## src/cgu_defs.vh

```
/*
 Constants for the clock generation unit: source codes, divider limits,
 reset values and timing counts. Assumes inclusion by cgu_top.v only.
*/
`ifndef CGU_DEFS_VH
`define CGU_DEFS_VH

// Destination source codes
`define CGU_SRC_RC       3'h0
`define CGU_SRC_OSC      3'h1
`define CGU_SRC_MAIN_PLL 3'h2
`define CGU_SRC_ALT_PLL  3'h3

// Observation output source codes
`define CGU_OBS_CPU      3'h0
`define CGU_OBS_OSC      3'h1
`define CGU_OBS_RC       3'h2
`define CGU_OBS_USB      3'h3
`define CGU_OBS_RTC32K   3'h4
`define CGU_OBS_WDT      3'h5

// Reference edges before a PLL reports lock
`define CGU_LOCK_EDGES   8'h10
// Half period of the 1 Hz tick in 32 kHz edges (32768 / 2)
`define CGU_RTC_HALF     15'h4000
`define CGU_POST_MIN     4'h1

`endif

```

## src/cgu_top.v

```verilog
/*
 Clock generation unit: main and alternate PLL emulation, per-destination
 source select and divider, RTC and watchdog clock outputs, observation
 output. All oscillator pins are asynchronous and are synchronised to
 core_clk, which must run well above every generated clock.
*/
`timescale 1ns/1ps
`default_nettype none
`include "cgu_defs.vh"

////////////////////////////////////////////////////////////////////////////
module cgu_pll #(
  parameter HAS_RC = 1
) (
  input  wire       clk,
  input  wire       nrst,
  input  wire       ce,
  input  wire       rc_in,
  input  wire       osc_in,
  input  wire       ref_sel,
  input  wire       en,
  input  wire [4:0] mult,
  input  wire [1:0] post,
  output wire       locked,
  output wire       powered,
  output wire       pll_out
);
  reg        en_reg;
  reg        ref_prev_reg;
  reg        ref_sel_reg;
  reg  [4:0] mult_reg;
  reg  [3:0] post_reg;
  reg  [5:0] burst_reg;
  reg  [3:0] post_cnt_reg;
  reg  [7:0] lock_cnt_reg;
  reg        out_reg;
  wire       ref_lvl;
  wire       ref_rise;
  wire [3:0] post_ratio;

  // Alternate has no internal RC path
  assign ref_lvl  = (HAS_RC != 0 && ref_sel_reg) ? rc_in : osc_in;
  assign ref_rise = ref_lvl & ~ref_prev_reg;
  // Half ratio 1,2,4,8 gives full ratio 2..16
  assign post_ratio = 4'h1 << post;
  assign locked   = (lock_cnt_reg == `CGU_LOCK_EDGES);
  assign powered  = en_reg;
  assign pll_out  = out_reg;

  always @(posedge clk or negedge nrst)
  begin
    // Disabled and powered down out of reset
    if (!nrst)
    begin
      en_reg       <= 1'b0;
      ref_prev_reg <= 1'b0;
      ref_sel_reg  <= 1'b0;
      mult_reg     <= 5'h00;
      post_reg     <= `CGU_POST_MIN;
      burst_reg    <= 6'h00;
      post_cnt_reg <= 4'h0;
      lock_cnt_reg <= 8'h00;
      out_reg      <= 1'b0;
    end
    else if (ce)
    begin
      en_reg       <= en;
      ref_prev_reg <= ref_lvl;
      if (!en_reg)
      begin
        // Config taken only while off, so it never glitches a running clock
        ref_sel_reg  <= ref_sel;
        mult_reg     <= mult;
        post_reg     <= post_ratio;
        burst_reg    <= 6'h00;
        post_cnt_reg <= 4'h0;
        lock_cnt_reg <= 8'h00;
        out_reg      <= 1'b0;
      end
      else
      begin
        if (ref_rise && !locked)
          lock_cnt_reg <= lock_cnt_reg + 8'h01;
        if (ref_rise)
          burst_reg <= {1'b0, mult_reg} + 6'h01;
        else if (burst_reg != 6'h00)
          burst_reg <= burst_reg - 6'h01;
        // Toggle every half ratio ticks, even duty
        if (burst_reg != 6'h00 && !ref_rise && locked)
        begin
          if (post_cnt_reg + 4'h1 >= post_reg)
          begin
            post_cnt_reg <= 4'h0;
            out_reg      <= ~out_reg;
          end
          else
            post_cnt_reg <= post_cnt_reg + 4'h1;
        end
      end
    end
  end
endmodule

////////////////////////////////////////////////////////////////////////////
module cgu_clk_dest (
  input  wire       clk,
  input  wire       nrst,
  input  wire       ce,
  input  wire [7:0] src_vec,
  input  wire [2:0] sel,
  input  wire [4:0] div,
  output wire       clk_out
);
  reg  [2:0] sel_reg;
  reg  [4:0] div_reg;
  reg  [4:0] cnt_reg;
  reg        prev_reg;
  reg        out_reg;
  wire       cur;
  wire       pending;

  // Source select then divider; divider 0 gates the clock off
  assign cur     = src_vec[sel_reg];
  assign pending = (sel != sel_reg) || (div != div_reg);
  assign clk_out = out_reg;

  always @(posedge clk or negedge nrst)
  begin
    if (!nrst)
    begin
      sel_reg  <= 3'h0;
      div_reg  <= 5'h01;
      cnt_reg  <= 5'h00;
      prev_reg <= 1'b0;
      out_reg  <= 1'b0;
    end
    else if (ce)
    begin
      // Switch only while output is low, no runt pulses
      if (pending && !out_reg)
      begin
        sel_reg  <= sel;
        div_reg  <= div;
        cnt_reg  <= 5'h00;
        prev_reg <= src_vec[sel];
      end
      else
      begin
        prev_reg <= cur;
        if (cur && !prev_reg && div_reg != 5'h00)
        begin
          if (cnt_reg + 5'h01 >= div_reg)
          begin
            cnt_reg <= 5'h00;
            out_reg <= ~out_reg;
          end
          else
            cnt_reg <= cnt_reg + 5'h01;
        end
      end
    end
  end
endmodule

////////////////////////////////////////////////////////////////////////////
module cgu_top #(
  parameter [14:0] RTC_HALF = `CGU_RTC_HALF
) (
  input  wire       core_clk,
  input  wire       nrst,
  input  wire       ce,
  input  wire       internal_rc_oscillator_pin,
  input  wire       main_osc_pin,
  input  wire       rtc_osc_pin,
  input  wire       wdt_osc_pin,
  input  wire       main_pll_en,
  input  wire       main_pll_ref_rc,
  input  wire [4:0] main_pll_mult,
  input  wire [1:0] main_pll_post,
  input  wire       alt_pll_en,
  input  wire [4:0] alt_pll_mult,
  input  wire [1:0] alt_pll_post,
  input  wire [2:0] cpu_src_sel,
  input  wire [4:0] cpu_div,
  input  wire [2:0] usb_src_sel,
  input  wire [4:0] usb_div,
  input  wire [2:0] periph_src_sel,
  input  wire [4:0] periph_div,
  input  wire [2:0] obs_src_sel,
  input  wire [4:0] obs_div,
  input  wire       wdt_enabled,
  input  wire       wdt_osc_sw_run,
  output wire       main_pll_locked,
  output wire       main_pll_powered,
  output wire       main_pll_clk,
  output wire       alt_pll_locked,
  output wire       alt_pll_powered,
  output wire       alt_pll_clk,
  output wire       cpu_clk,
  output wire       usb_clk,
  output wire       periph_clk,
  output wire       clock_observation_output,
  output wire       rtc_tick_1hz,
  output wire       rtc_clk_32k,
  output wire       wdt_clk,
  output wire       wdt_osc_run
);
  reg  [3:0]  sync1_reg;
  reg  [3:0]  sync2_reg;
  reg         rtc_prev_reg;
  reg  [14:0] rtc_cnt_reg;
  reg         rtc_tick_reg;
  reg         wdt_run_reg;
  reg         wdt_clk_reg;
  reg         wdt_prev_reg;
  wire        rc_s;
  wire        osc_s;
  wire        rtc_s;
  wire        wdt_s;
  wire [7:0]  dest_src;
  wire [7:0]  obs_src;

  assign rc_s  = sync2_reg[0];
  assign osc_s = sync2_reg[1];
  assign rtc_s = sync2_reg[2];
  assign wdt_s = sync2_reg[3];

  // Pins are asynchronous; two stages before any use
  always @(posedge core_clk or negedge nrst)
  begin
    if (!nrst)
    begin
      sync1_reg <= 4'h0;
      sync2_reg <= 4'h0;
    end
    else if (ce)
    begin
      sync1_reg <= {wdt_osc_pin, rtc_osc_pin, main_osc_pin,
                    internal_rc_oscillator_pin};
      sync2_reg <= sync1_reg;
    end
  end

  cgu_pll #(.HAS_RC(1)) u_main_pll (
    .clk     (core_clk),
    .nrst    (nrst),
    .ce      (ce),
    .rc_in   (rc_s),
    .osc_in  (osc_s),
    .ref_sel (main_pll_ref_rc),
    .en      (main_pll_en),
    .mult    (main_pll_mult),
    .post    (main_pll_post),
    .locked  (main_pll_locked),
    .powered (main_pll_powered),
    .pll_out (main_pll_clk)
  );

  // Alternate reference tied to main oscillator
  cgu_pll #(.HAS_RC(0)) u_alt_pll (
    .clk     (core_clk),
    .nrst    (nrst),
    .ce      (ce),
    .rc_in   (1'b0),
    .osc_in  (osc_s),
    .ref_sel (1'b0),
    .en      (alt_pll_en),
    .mult    (alt_pll_mult),
    .post    (alt_pll_post),
    .locked  (alt_pll_locked),
    .powered (alt_pll_powered),
    .pll_out (alt_pll_clk)
  );

  // USB may pick the main PLL code as well as the alternate
  assign dest_src = {4'h0, alt_pll_clk, main_pll_clk, osc_s, rc_s};

  cgu_clk_dest u_cpu (
    .clk     (core_clk),
    .nrst    (nrst),
    .ce      (ce),
    .src_vec (dest_src),
    .sel     (cpu_src_sel),
    .div     (cpu_div),
    .clk_out (cpu_clk)
  );

  cgu_clk_dest u_usb (
    .clk     (core_clk),
    .nrst    (nrst),
    .ce      (ce),
    .src_vec (dest_src),
    .sel     (usb_src_sel),
    .div     (usb_div),
    .clk_out (usb_clk)
  );

  cgu_clk_dest u_periph (
    .clk     (core_clk),
    .nrst    (nrst),
    .ce      (ce),
    .src_vec (dest_src),
    .sel     (periph_src_sel),
    .div     (periph_div),
    .clk_out (periph_clk)
  );

  // Watchdog clock among observation sources
  // Bit order follows the observation source codes
  assign obs_src = {2'h0, wdt_clk_reg, rtc_s, usb_clk, rc_s, osc_s, cpu_clk};

  cgu_clk_dest u_obs (
    .clk     (core_clk),
    .nrst    (nrst),
    .ce      (ce),
    .src_vec (obs_src),
    .sel     (obs_src_sel),
    .div     (obs_div),
    .clk_out (clock_observation_output)
  );

  // 32 kHz passes out, 1 Hz tick by halving count
  assign rtc_clk_32k  = rtc_s;
  assign rtc_tick_1hz = rtc_tick_reg;
  // Watchdog clock apart from the main tree
  assign wdt_clk      = wdt_clk_reg;
  assign wdt_osc_run  = wdt_run_reg;

  always @(posedge core_clk or negedge nrst)
  begin
    if (!nrst)
    begin
      rtc_prev_reg <= 1'b0;
      rtc_cnt_reg  <= 15'h0000;
      rtc_tick_reg <= 1'b0;
      wdt_run_reg  <= 1'b0;
      wdt_clk_reg  <= 1'b0;
      wdt_prev_reg <= 1'b0;
    end
    else if (ce)
    begin
      rtc_prev_reg <= rtc_s;
      if (rtc_s && !rtc_prev_reg)
      begin
        if (rtc_cnt_reg + 15'h0001 >= RTC_HALF)
        begin
          rtc_cnt_reg  <= 15'h0000;
          rtc_tick_reg <= ~rtc_tick_reg;
        end
        else
          rtc_cnt_reg <= rtc_cnt_reg + 15'h0001;
      end
      // Watchdog enable overrides the software stop
      wdt_run_reg  <= wdt_enabled | wdt_osc_sw_run;
      wdt_prev_reg <= wdt_s;
      // Start on a pin rise, stop only when low: no runt either way
      if (wdt_clk_reg)
        wdt_clk_reg <= wdt_s;
      else
        wdt_clk_reg <= wdt_run_reg & wdt_s & ~wdt_prev_reg;
    end
  end
endmodule
`default_nettype wire

```

## config.mk

```make
export PLATFORM = sky130hd
export DESIGN_NAME = cgu_top
export DESIGN_NICKNAME = d
export VERILOG_FILES = /design/src/cgu_top.v
export VERILOG_INCLUDE_DIRS = /design/src /design/src/src
export SDC_FILE = /design/constraint.sdc
export NUM_CORES = 1
export LEC_CHECK = 0
export ABC_AREA = 1
export BUFFER_PORTS_ARGS = -buffer_cell sky130_fd_sc_hd__buf_4
export CAP_MARGIN = 40
export CORE_UTILIZATION = 54
export DETAILED_ROUTE_END_ITERATION = 10
export PLACE_DENSITY = 0.75
export SLEW_MARGIN = 20
export SYNTH_ARGS = -nofsm -noshare
export SYNTH_HDL_FRONTEND = slang
export SYNTH_HIERARCHICAL = 1
export SYNTH_SLANG_ARGS = --single-unit
```

## constraint.sdc

```tcl
create_clock -name core_clk -period 2.14 [get_ports core_clk]
set_clock_uncertainty 0.2 [all_clocks]
set_input_delay 0.107 -clock core_clk [delete_from_list [all_inputs] [get_ports core_clk]]
set_output_delay 0.107 -clock core_clk [all_outputs]
set_load 0.005 [all_outputs]
```

# Yosys cells after proc, flatten, opt, wreduce, memory -nomap -nowiden

Index checks and enable logic that the tools add are counted.

Flip-flop bits (word level): 149
Bits in latches: 0
Memories kept: 0
Input port bits: 58
Memory bits (read-only): 0
Word-level logic and storage cells: 241
Memory bits (writable): 0

Mux-type cells: 57
Equality and inequality tests: 18
$lt $le $gt $ge: 15
Shift-type cells: 2
Bitwise logic cells: 21
Add/subtract/negate cells: 13
Divide/modulo/power cells: 0
$mul: 0
Reduce and logical (&&, ||, !) cells: 70

Operator list:

| operator                                                                     | number |
|---|---|
| 5-bit 2-to-1 mux                                                             | 12 |
| 6-bit 2-to-1 mux                                                             | 6 |
| 2-bit AND reduction                                                          | 17 |
| 3-bit by 4-bit less-than comparator with 1-bit output, second input constant | 8 |
| 8-bit 2-to-1 mux                                                             | 4 |
| 1-bit binary-select mux with 3-bit select                                    | 8 |
| 4-bit 2-to-1 mux                                                             | 6 |
| 5-bit by 1-bit adder with 5-bit output, second input constant                | 4 |
| 5-bit greater-or-equal comparator                                            | 4 |
| 1-bit 2-to-1 mux                                                             | 20 |
| 5-bit != test                                                                | 4 |
| 5-bit nonzero test                                                           | 4 |
| 1-bit logical AND                                                            | 19 |
| 8-bit by 1-bit adder with 8-bit output, second input constant                | 2 |
| 8-bit by 5-bit == test with 1-bit output, second input constant              | 2 |
| 1-bit NOT                                                                    | 16 |
| 4-bit AND reduction                                                          | 4 |
| 15-bit by 1-bit adder with 15-bit output, second input constant              | 1 |
| 15-bit greater-or-equal comparator, second input constant                    | 1 |
| 15-bit 2-to-1 mux                                                            | 1 |
| 1-bit zero test                                                              | 13 |
| 5-bit by 1-bit adder with 6-bit output, second input constant                | 2 |
| 2-bit != test, second input constant                                         | 6 |
| 3-bit != test                                                                | 4 |
| 11 further kinds                                                             | 28 |

# Logic depth before layout (Yosys ltp)

Gate-level depths: netlist of run 1.

Word-level depth: 7
Mapped depth: 11
Gate-level depth less buffers: 11

# By module

The synthesis of run 1 kept the hierarchy.

Modules (own cells, without submodules):

| module               | sequential area each (um^2) | cells each | times used | area an instance (um^2) |
|---|---|---|---|---|
| cgu_clk_dest         | 376.6                       | 175        | 4          | 1204.9 |
| cgu_pll (u_main_pll) | 777.0                       | 259        | 1          | 1951.9 |
| cgu_pll (u_alt_pll)  | 752.0                       | 237        | 1          | 1799.2 |
| cgu_top              | 700.7                       | 199        | 1          | 1496.4 |

# Least setup slack after synthesis of run 1

OpenSTA, ideal clock, no wires.

Path type: flip-flop to flip-flop
From: register u_cpu.cnt_reg[0]
To: register u_cpu.cnt_reg[1]
Required time: 1875 ps
Arrival: 1825 ps
Library setup time: 65 ps
Slack: 50 ps
Cell stages (with the launch flop): 11
Period minus slack after synthesis: 2090 ps
Path buffers: 0
Cells stage by stage: dfrtp_1 > ha_1 > nand3_1 > xor2_1 > inv_1 > ha_1 > a21oi_1 > nand3_1 > a21oi_1 > nand2_1 > nand2_1

Word-level cells in the longest chain between the ends: 5

RTL lines:

| item                                     | RTL line                     | RTL |
|---|---|---|
| start, declared                          | cgu_top.v:116                | `reg [4:0] cnt_reg;` |
| start signal, assigned                   | cgu_top.v:158                | `cnt_reg <= cnt_reg + 5'h01;` |
| 5-bit by 1-bit adder with 5-bit output * | cgu_top.v:152, cgu_top.v:158 |  |
| 5-bit greater-or-equal comparator        | cgu_top.v:152                | `if (cnt_reg + 5'h01 >= div_reg)` |
| 5-bit 2-to-1 mux *                       | cgu_top.v:152                |  |
| 5-bit 2-to-1 mux *                       | cgu_top.v:150                | `if (cur && !prev_reg && div_reg != 5'h00)` |
| 5-bit 2-to-1 mux *                       | cgu_top.v:140                | `if (pending && !out_reg)` |

Mark *: on every way between the ends. The rest lies on a longest branch, timed or not. The select of a mux whose other input is x is not followed.
A chain may end at the register's enable or synchronous reset.

# Final worst setup path of run 1

From: register u_periph.cnt_reg[1]
To: register u_periph.cnt_reg[2]

Word-level cells in the longest chain between the ends: 5

RTL lines:

| item                                     | RTL line |
|---|---|
| start, declared                          | cgu_top.v:116 |
| start signal, assigned                   | cgu_top.v:158 |
| 5-bit by 1-bit adder with 5-bit output * | cgu_top.v:152, cgu_top.v:158 |
| 5-bit greater-or-equal comparator        | cgu_top.v:152 |
| 5-bit 2-to-1 mux *                       | cgu_top.v:152 |
| 5-bit 2-to-1 mux *                       | cgu_top.v:150 |
| 5-bit 2-to-1 mux *                       | cgu_top.v:140 |

Marked as above.

==> out/results.ini, run 1 <==
[power_and_ir_drop]
powerDensity_nw_per_um2=748
max-vdd-ir-drop_mv=0.619
leakage_nw=6.59
total_power_mw=9.45

[sta]
post-route-min-period_ns=2.18
fin_tns_setup_ns=-0.0784
setup_viol=4
fin_ws_ns=-0.0352
rsz0062_at_grt=yes
worstMarginPinSlew_ns=0.568
finalHoldViolCount=0
slew_headroom_pct=62.2
fmaxAchievable_mhz=460
fin_crit_sh_pct=102
timing_max_transition_violations_final=0

[global_routing]
grt_max_degree=60
grt-ovfl-total=0
grt_pass1_vias=8809
grt_pass1_wl_um=39800
grt_use_total_pct=25.1
antenna_found_initial=0

[finish]
diodes=0
largest_reg_flops=15
nFillCells=1467
final_cells=1811
final_area_um2=12600
nets=1673
multi_input_area_um2=5770
area_growth_pct=25.5
ff_latch_area_um2=3740
drive_gt1_share_pct=19.3

[synthesis]
netlist_top_cells_area=dfrtp_1 36%, nand2_1 17%, nand3_1 8.2%
async_flop_share_pct=100
ys_warn_count=6
synth_top_area_share_pct=35.5
synth_edf_count=0
ys_seq_area_share_pct=37.1
synth.distinct_cells=43
netlist_area_um2=10100
postSynthAreaPerCell_um2=7.22
synthCells=1395
synth_ff_type=dfrtp_1
netlist.top_cell.by_area=dfrtp_1
synth_seq_cells=149

[clock_tree]
h-tree-depth=4
ctsLongestPathBuffers=2
path_clk_slew_ns=0.06
cts_root_buf=clkbuf_16
clk_latency_ns=0.43
numCtsBuffers=17
cts_tree=built
cts_sinks=149

[floorplanning]
die_h_um=139
io-pin-count=72
core_area_um2=18100
rows=49
die-area_um2=19200
die_x_um=139
start_util_pct=55.5

[job]
maxCapViolations=0

[placement]
numPlacedInstances=1708
placed_area_um2=11000
detailed_place_hpwl_um=15700
port_buffers=71
place_congestion=0.868

[status]
violations=DRC, setup timing
run_status=finished with violations

[critical_path]
required_ns=2.30
arrival_ns=2.33
cp-start-kind=register
path_max_fanout=6
crit_type=register to register
end_kind=register

[detailed_routing]
drt-initial-drc-count=737
viasPerCell=5.15
drc=10
firstDrtPassIters=8
num_vias=9335
antenna_left=0
drt_wl_total_um=23900
wire_per_inst_um=13.2

[worst_hold_path]
worstHoldPathType=primary input to asynchronous set/reset pin

==> synthesized netlist by cell type, types with 2 or more instances <==
cell / number
nand3b_1: 14
xnor2_1: 23
ha_1: 45
buf_4: 5
buf_2: 6
clkbuf_1: 3
nand2_1: 465
o21bai_1: 6
nor3_1: 11
o22ai_1: 5
nor2_2: 9
o21ai_1: 21
nor2_4: 6
a21oi_1: 32
nand2_4: 11
nand2_2: 16
nand3_2: 2
clkinv_1: 5
nand3_1: 165
dfstp_2: 6
nor2_1: 60
a21boi_0: 4
o21ai_0: 33
inv_2: 23
inv_1: 180
or2_2: 4
nand3_4: 5
dfrtp_1: 143
buf_6: 6
o31ai_1: 3
xor2_1: 20
nand4_1: 22
o21ai_2: 26
==> per-stage QoR <==
step,utilization [%],setup slack [ns],hold slack (ns)
floorplan,-,0.0500,-0.389
global placement,60.4,0.0156,-0.0745
detailed placement,60.4,-0.0280,-0.0744
CTS,67.4,-0.00263,0.0119
global route,69.6,-0.112,0.0508
finish,69.6,-0.0352,0.0263
==> timing repair <==
| item | CTS | global route |
|---|---|---|
| gates resized for setup | 7 | 69 |
| hold buffers | 61 | 0 |
| pin swaps | 2 | 39 |
| buffers inserted | 0 | 11 |
| endpoints found under the hold margin | 208 | 0 |
| endpoints found under the setup margin | 14 | 34 |
==> per-layer routing <==
| metal | track usage, % | vias up | share of wire (%) |
|---|---|---|---|
| li1 | - | 4776 | - |
| met1 | 32.0 | 4320 | 45 |
| met2 | 43.0 | 206 | 49 |
| met3 | 4.39 | 33 | 3.8 |
| met4 | 8.40 | 0 | 1.8 |
| met5 | 0 | - | 0 |
==> worst max-delay path: stages, from the launching register on <==
cell     delay (ns)
dfrtp_1        0.39
ha_2           0.23
nand3_2        0.08
xor2_1         0.18
inv_1          0.11
ha_4           0.26
a21oi_2        0.15
buf_6          0.15
nand3_2        0.10
a21oi_2        0.12
nand2_1        0.07
nand2_1        0.06
==> power breakdown <==
group	leakage (nW)	total, mW	switching, mW	internal, mW
combinational	4.38	2.62	1.54	1.08
clock	0.300	3.18	1.18	2.00
sequential	1.91	3.65	0.438	3.21
==> cell families after synthesis <==
kind of cell,count (synthesis),share of synthesized area [%]
DFF,149,37.1
xor gates and xnor gates,43,3.74
other,1,0.0372
and+or+nand+nor,794,35.9
AOI/OAI and AO/OA,134,8.30
buffers and inverters,229,9.27
adders and majority gates,45,5.59
==> layout by cell type, fill, tap and decap left out, types with 19 or more instances in the layout <==
| cell type | synthesis | final |
|---|---|---|
| buf_4 | 5 | 93 |
| dfrtp_1 | 143 | 141 |
| dlygate4sd3_1 | 0 | 61 |
| ha_1 | 45 | 37 |
| inv_1 | 180 | 177 |
| inv_2 | 23 | 24 |
| nand2_1 | 465 | 461 |
| nand2_2 | 16 | 20 |
| nand3_1 | 165 | 146 |
| nand3_2 | 2 | 19 |
| nand4_1 | 22 | 22 |
| nor2_1 | 60 | 60 |
| o21ai_0 | 33 | 33 |
| o21ai_1 | 21 | 21 |
| o21ai_2 | 26 | 26 |
| xor2_1 | 20 | 20 |
==> area by class of cell <==
| type | count | share of cell area [%] |
|---|---|---|
| Clock buffer | 22 | 3.68 |
| Tap cell | 229 | 2.27 |
| Clock inverter | 9 | 1.20 |
| Sequential cell | 149 | 29.6 |
| Multi-Input combinational cell | 1030 | 45.7 |
| Timing Repair Buffer | 163 | 11.3 |
| Inverter | 209 | 6.28 |
==> final timing paths <==
path / from / to / slack, ns / cells after the start
max: u_periph/cnt_reg[1] / u_periph/cnt_reg[2] / -0.04 / 11
min: nrst / rtc_cnt_reg[3] / 0.03 / 2
max reg2reg: u_periph/cnt_reg[1] / u_periph/cnt_reg[2] / -0.04 / 11
min reg2reg: rtc_tick_1hz / rtc_tick_1hz / 0.29 / 2
max in group asynchronous: nrst / u_cpu/div_reg[0] / 1.00 / 3
min in group core_clk: ce / u_usb/clk_out / 0.04 / 5
(Power assumes the default switching activity.)
==> run 2, diff against run 1 <==
==> constraint.sdc (replaced) <==
create_clock -name core_clk -period 2.14 [get_ports core_clk]
set_clock_uncertainty 0.2 [all_clocks]
set_input_delay 0.321 -clock core_clk [delete_from_list [all_inputs] [get_ports core_clk]]
set_output_delay 0.321 -clock core_clk [all_outputs]
set_load 0.005 [all_outputs]
==> out/results.ini, run 2 (synthesis results as in run 1) <==
[status]
run_status=finished with violations
violations=DRC, setup timing

[finish]
final_cell_mix=457 x nand2_1, 178 x inv_1, 141 x dfrtp_1, 136 x nand3_1, 104 x buf_4
diodes=0
largest_reg_flops=15
final_cells=1816
mostFrequentLayoutCell=nand2_1
nFillCells=1405
area_growth_pct=27.9
nets=1677
drive_gt1_share_pct=21.7

[floorplanning]
start_util_pct=55.5
die_x_um=139
core_area_um2=18100
die-area_um2=19200
rows=49
io-pin-count=72
die_h_um=139

[power_and_ir_drop]
powerDensity_nw_per_um2=762
leakage_nw=6.67
total_power_mw=9.81
max-vdd-ir-drop_mv=0.594

[placement]
port_buffers=71
numPlacedInstances=1711
pre_cts_ws_ns=-0.0502
detailed_place_hpwl_um=15800
place_congestion=0.860

[global_routing]
grt_pass1_wl_um=40000
grt_use_total_pct=25.2
grt_max_degree=39
antenna_found_initial=0
grt_pass1_vias=8913
grt-ovfl-total=0

[sta]
finalHoldViolCount=0
fin_crit_sh_pct=105
rsz0062_at_grt=yes
fin_ws_ns=-0.115
timing_max_transition_violations_final=0
setup_viol=9
fmaxAchievable_mhz=443
hold_ws_ns=0.0213
post-route-min-period_ns=2.26

[clock_tree]
numCtsBuffers=17
cts_sinks=149
clk_latency_ns=0.43
cts_tree=built
ctsLongestPathBuffers=2
path_clk_slew_ns=0.06
h-tree-depth=4
cts_root_buf=clkbuf_16

[detailed_routing]
wire_per_inst_um=13.3
drt_wl_total_um=24200
drc=11
firstDrtPassIters=9
drt-initial-drc-count=694
viasPerCell=5.27
antenna_left=0
num_vias=9576

[critical_path]
end_kind=register
required_ns=2.25
arrival_ns=2.36
cp-start-kind=register
path_max_fanout=6
crit_type=register to register

[job]
maxCapViolations=0

[worst_hold_path]
worstHoldPathType=primary input to register

-- run 2: cell count changes in the layout (fill, tap and decap cells not counted), sizes merged --
cell         change
clkbuf           -1
buf             +16
bufinv           +2
dlygate4sd3     -12
inv              +1
clkinv           -1
-- run 2: critical path, stage by stage (launching register included) --
cell,delay (ns)
dfrtp_1,0.40
ha_2,0.23
nand3_2,0.09
xor2_1,0.18
inv_1,0.11
ha_4,0.30
nand3_2,0.06
o21bai_4,0.23
nand2_2,0.12
nand3_2,0.07
nand2_1,0.09
nand2_1,0.05
-- run 2: path summary, 6_finish.rpt --
check	startpoint	end	slack, ns	depth (start not counted)
setup / recovery	u_usb/cnt_reg[1]	u_usb/clk_out	-0.12	11
hold / removal	usb_src_sel[2]	u_usb/sel_reg[2]	0.02	3
setup reg to reg	u_usb/cnt_reg[1]	u_usb/clk_out	-0.12	11
hold reg to reg	u_main_pll/post_reg[2]	u_main_pll/post_reg[2]	0.28	2
max in group asynchronous	nrst	u_alt_pll/post_reg[0]	0.91	3
min in group asynchronous	nrst	u_usb/div_reg[3]	0.18	2
-- run 2: final cells by class --
class | count | area (um2) | area share, %
Clock inverter | 11 | 221 | 1.72
Tap cell | 229 | 287 | 2.22
Timing Repair Buffer | 167 | 1460 | 11.4
Sequential cell | 149 | 3740 | 29.0
Clock buffer | 21 | 460 | 3.57
Multi-Input combinational cell | 1030 | 5920 | 45.9
Inverter | 209 | 792 | 6.15
-- run 2: metal layers --
metal	wire length [um]	global-route usage (%)	vias up	share of wire, %
met5	0	0	-	0
met4	439	8.34	0	1.8
met3	1130	3.76	42	4.7
met2	12000	44.2	270	50
met1	10600	31.6	4462	44
li1	-	-	4802	-
-- run 2: metrics by stage --
stage	cell area [um2]	setup TNS [ns]	util, %
4_1_cts	12300	0	67.6
3_3_place_gp	11000	0	60.7
6_report	12900	-0.331	71.0
2_1_floorplan	10100	0	-
3_5_place_dp	11000	-0.421	60.7
5_1_grt	12900	-2.35	71.0
-- run 2: repair_timing --
action                     in CTS  in global routing
setup buffers                   2                 22
hold buffers                   49                  0
setup endpoints to repair      24                 36
hold endpoints to repair      155                  0
resized for setup              11                 94
pin swaps                       2                 67
-- run 2: power breakdown --
group / internal (mW) / switching, mW / leakage (nW)
sequential: 3.21 / 0.443 / 1.92
clock: 2.26 / 1.24 / 0.324
combinational: 1.11 / 1.55 / 4.43
total: 6.58 / 3.23 / 6.67
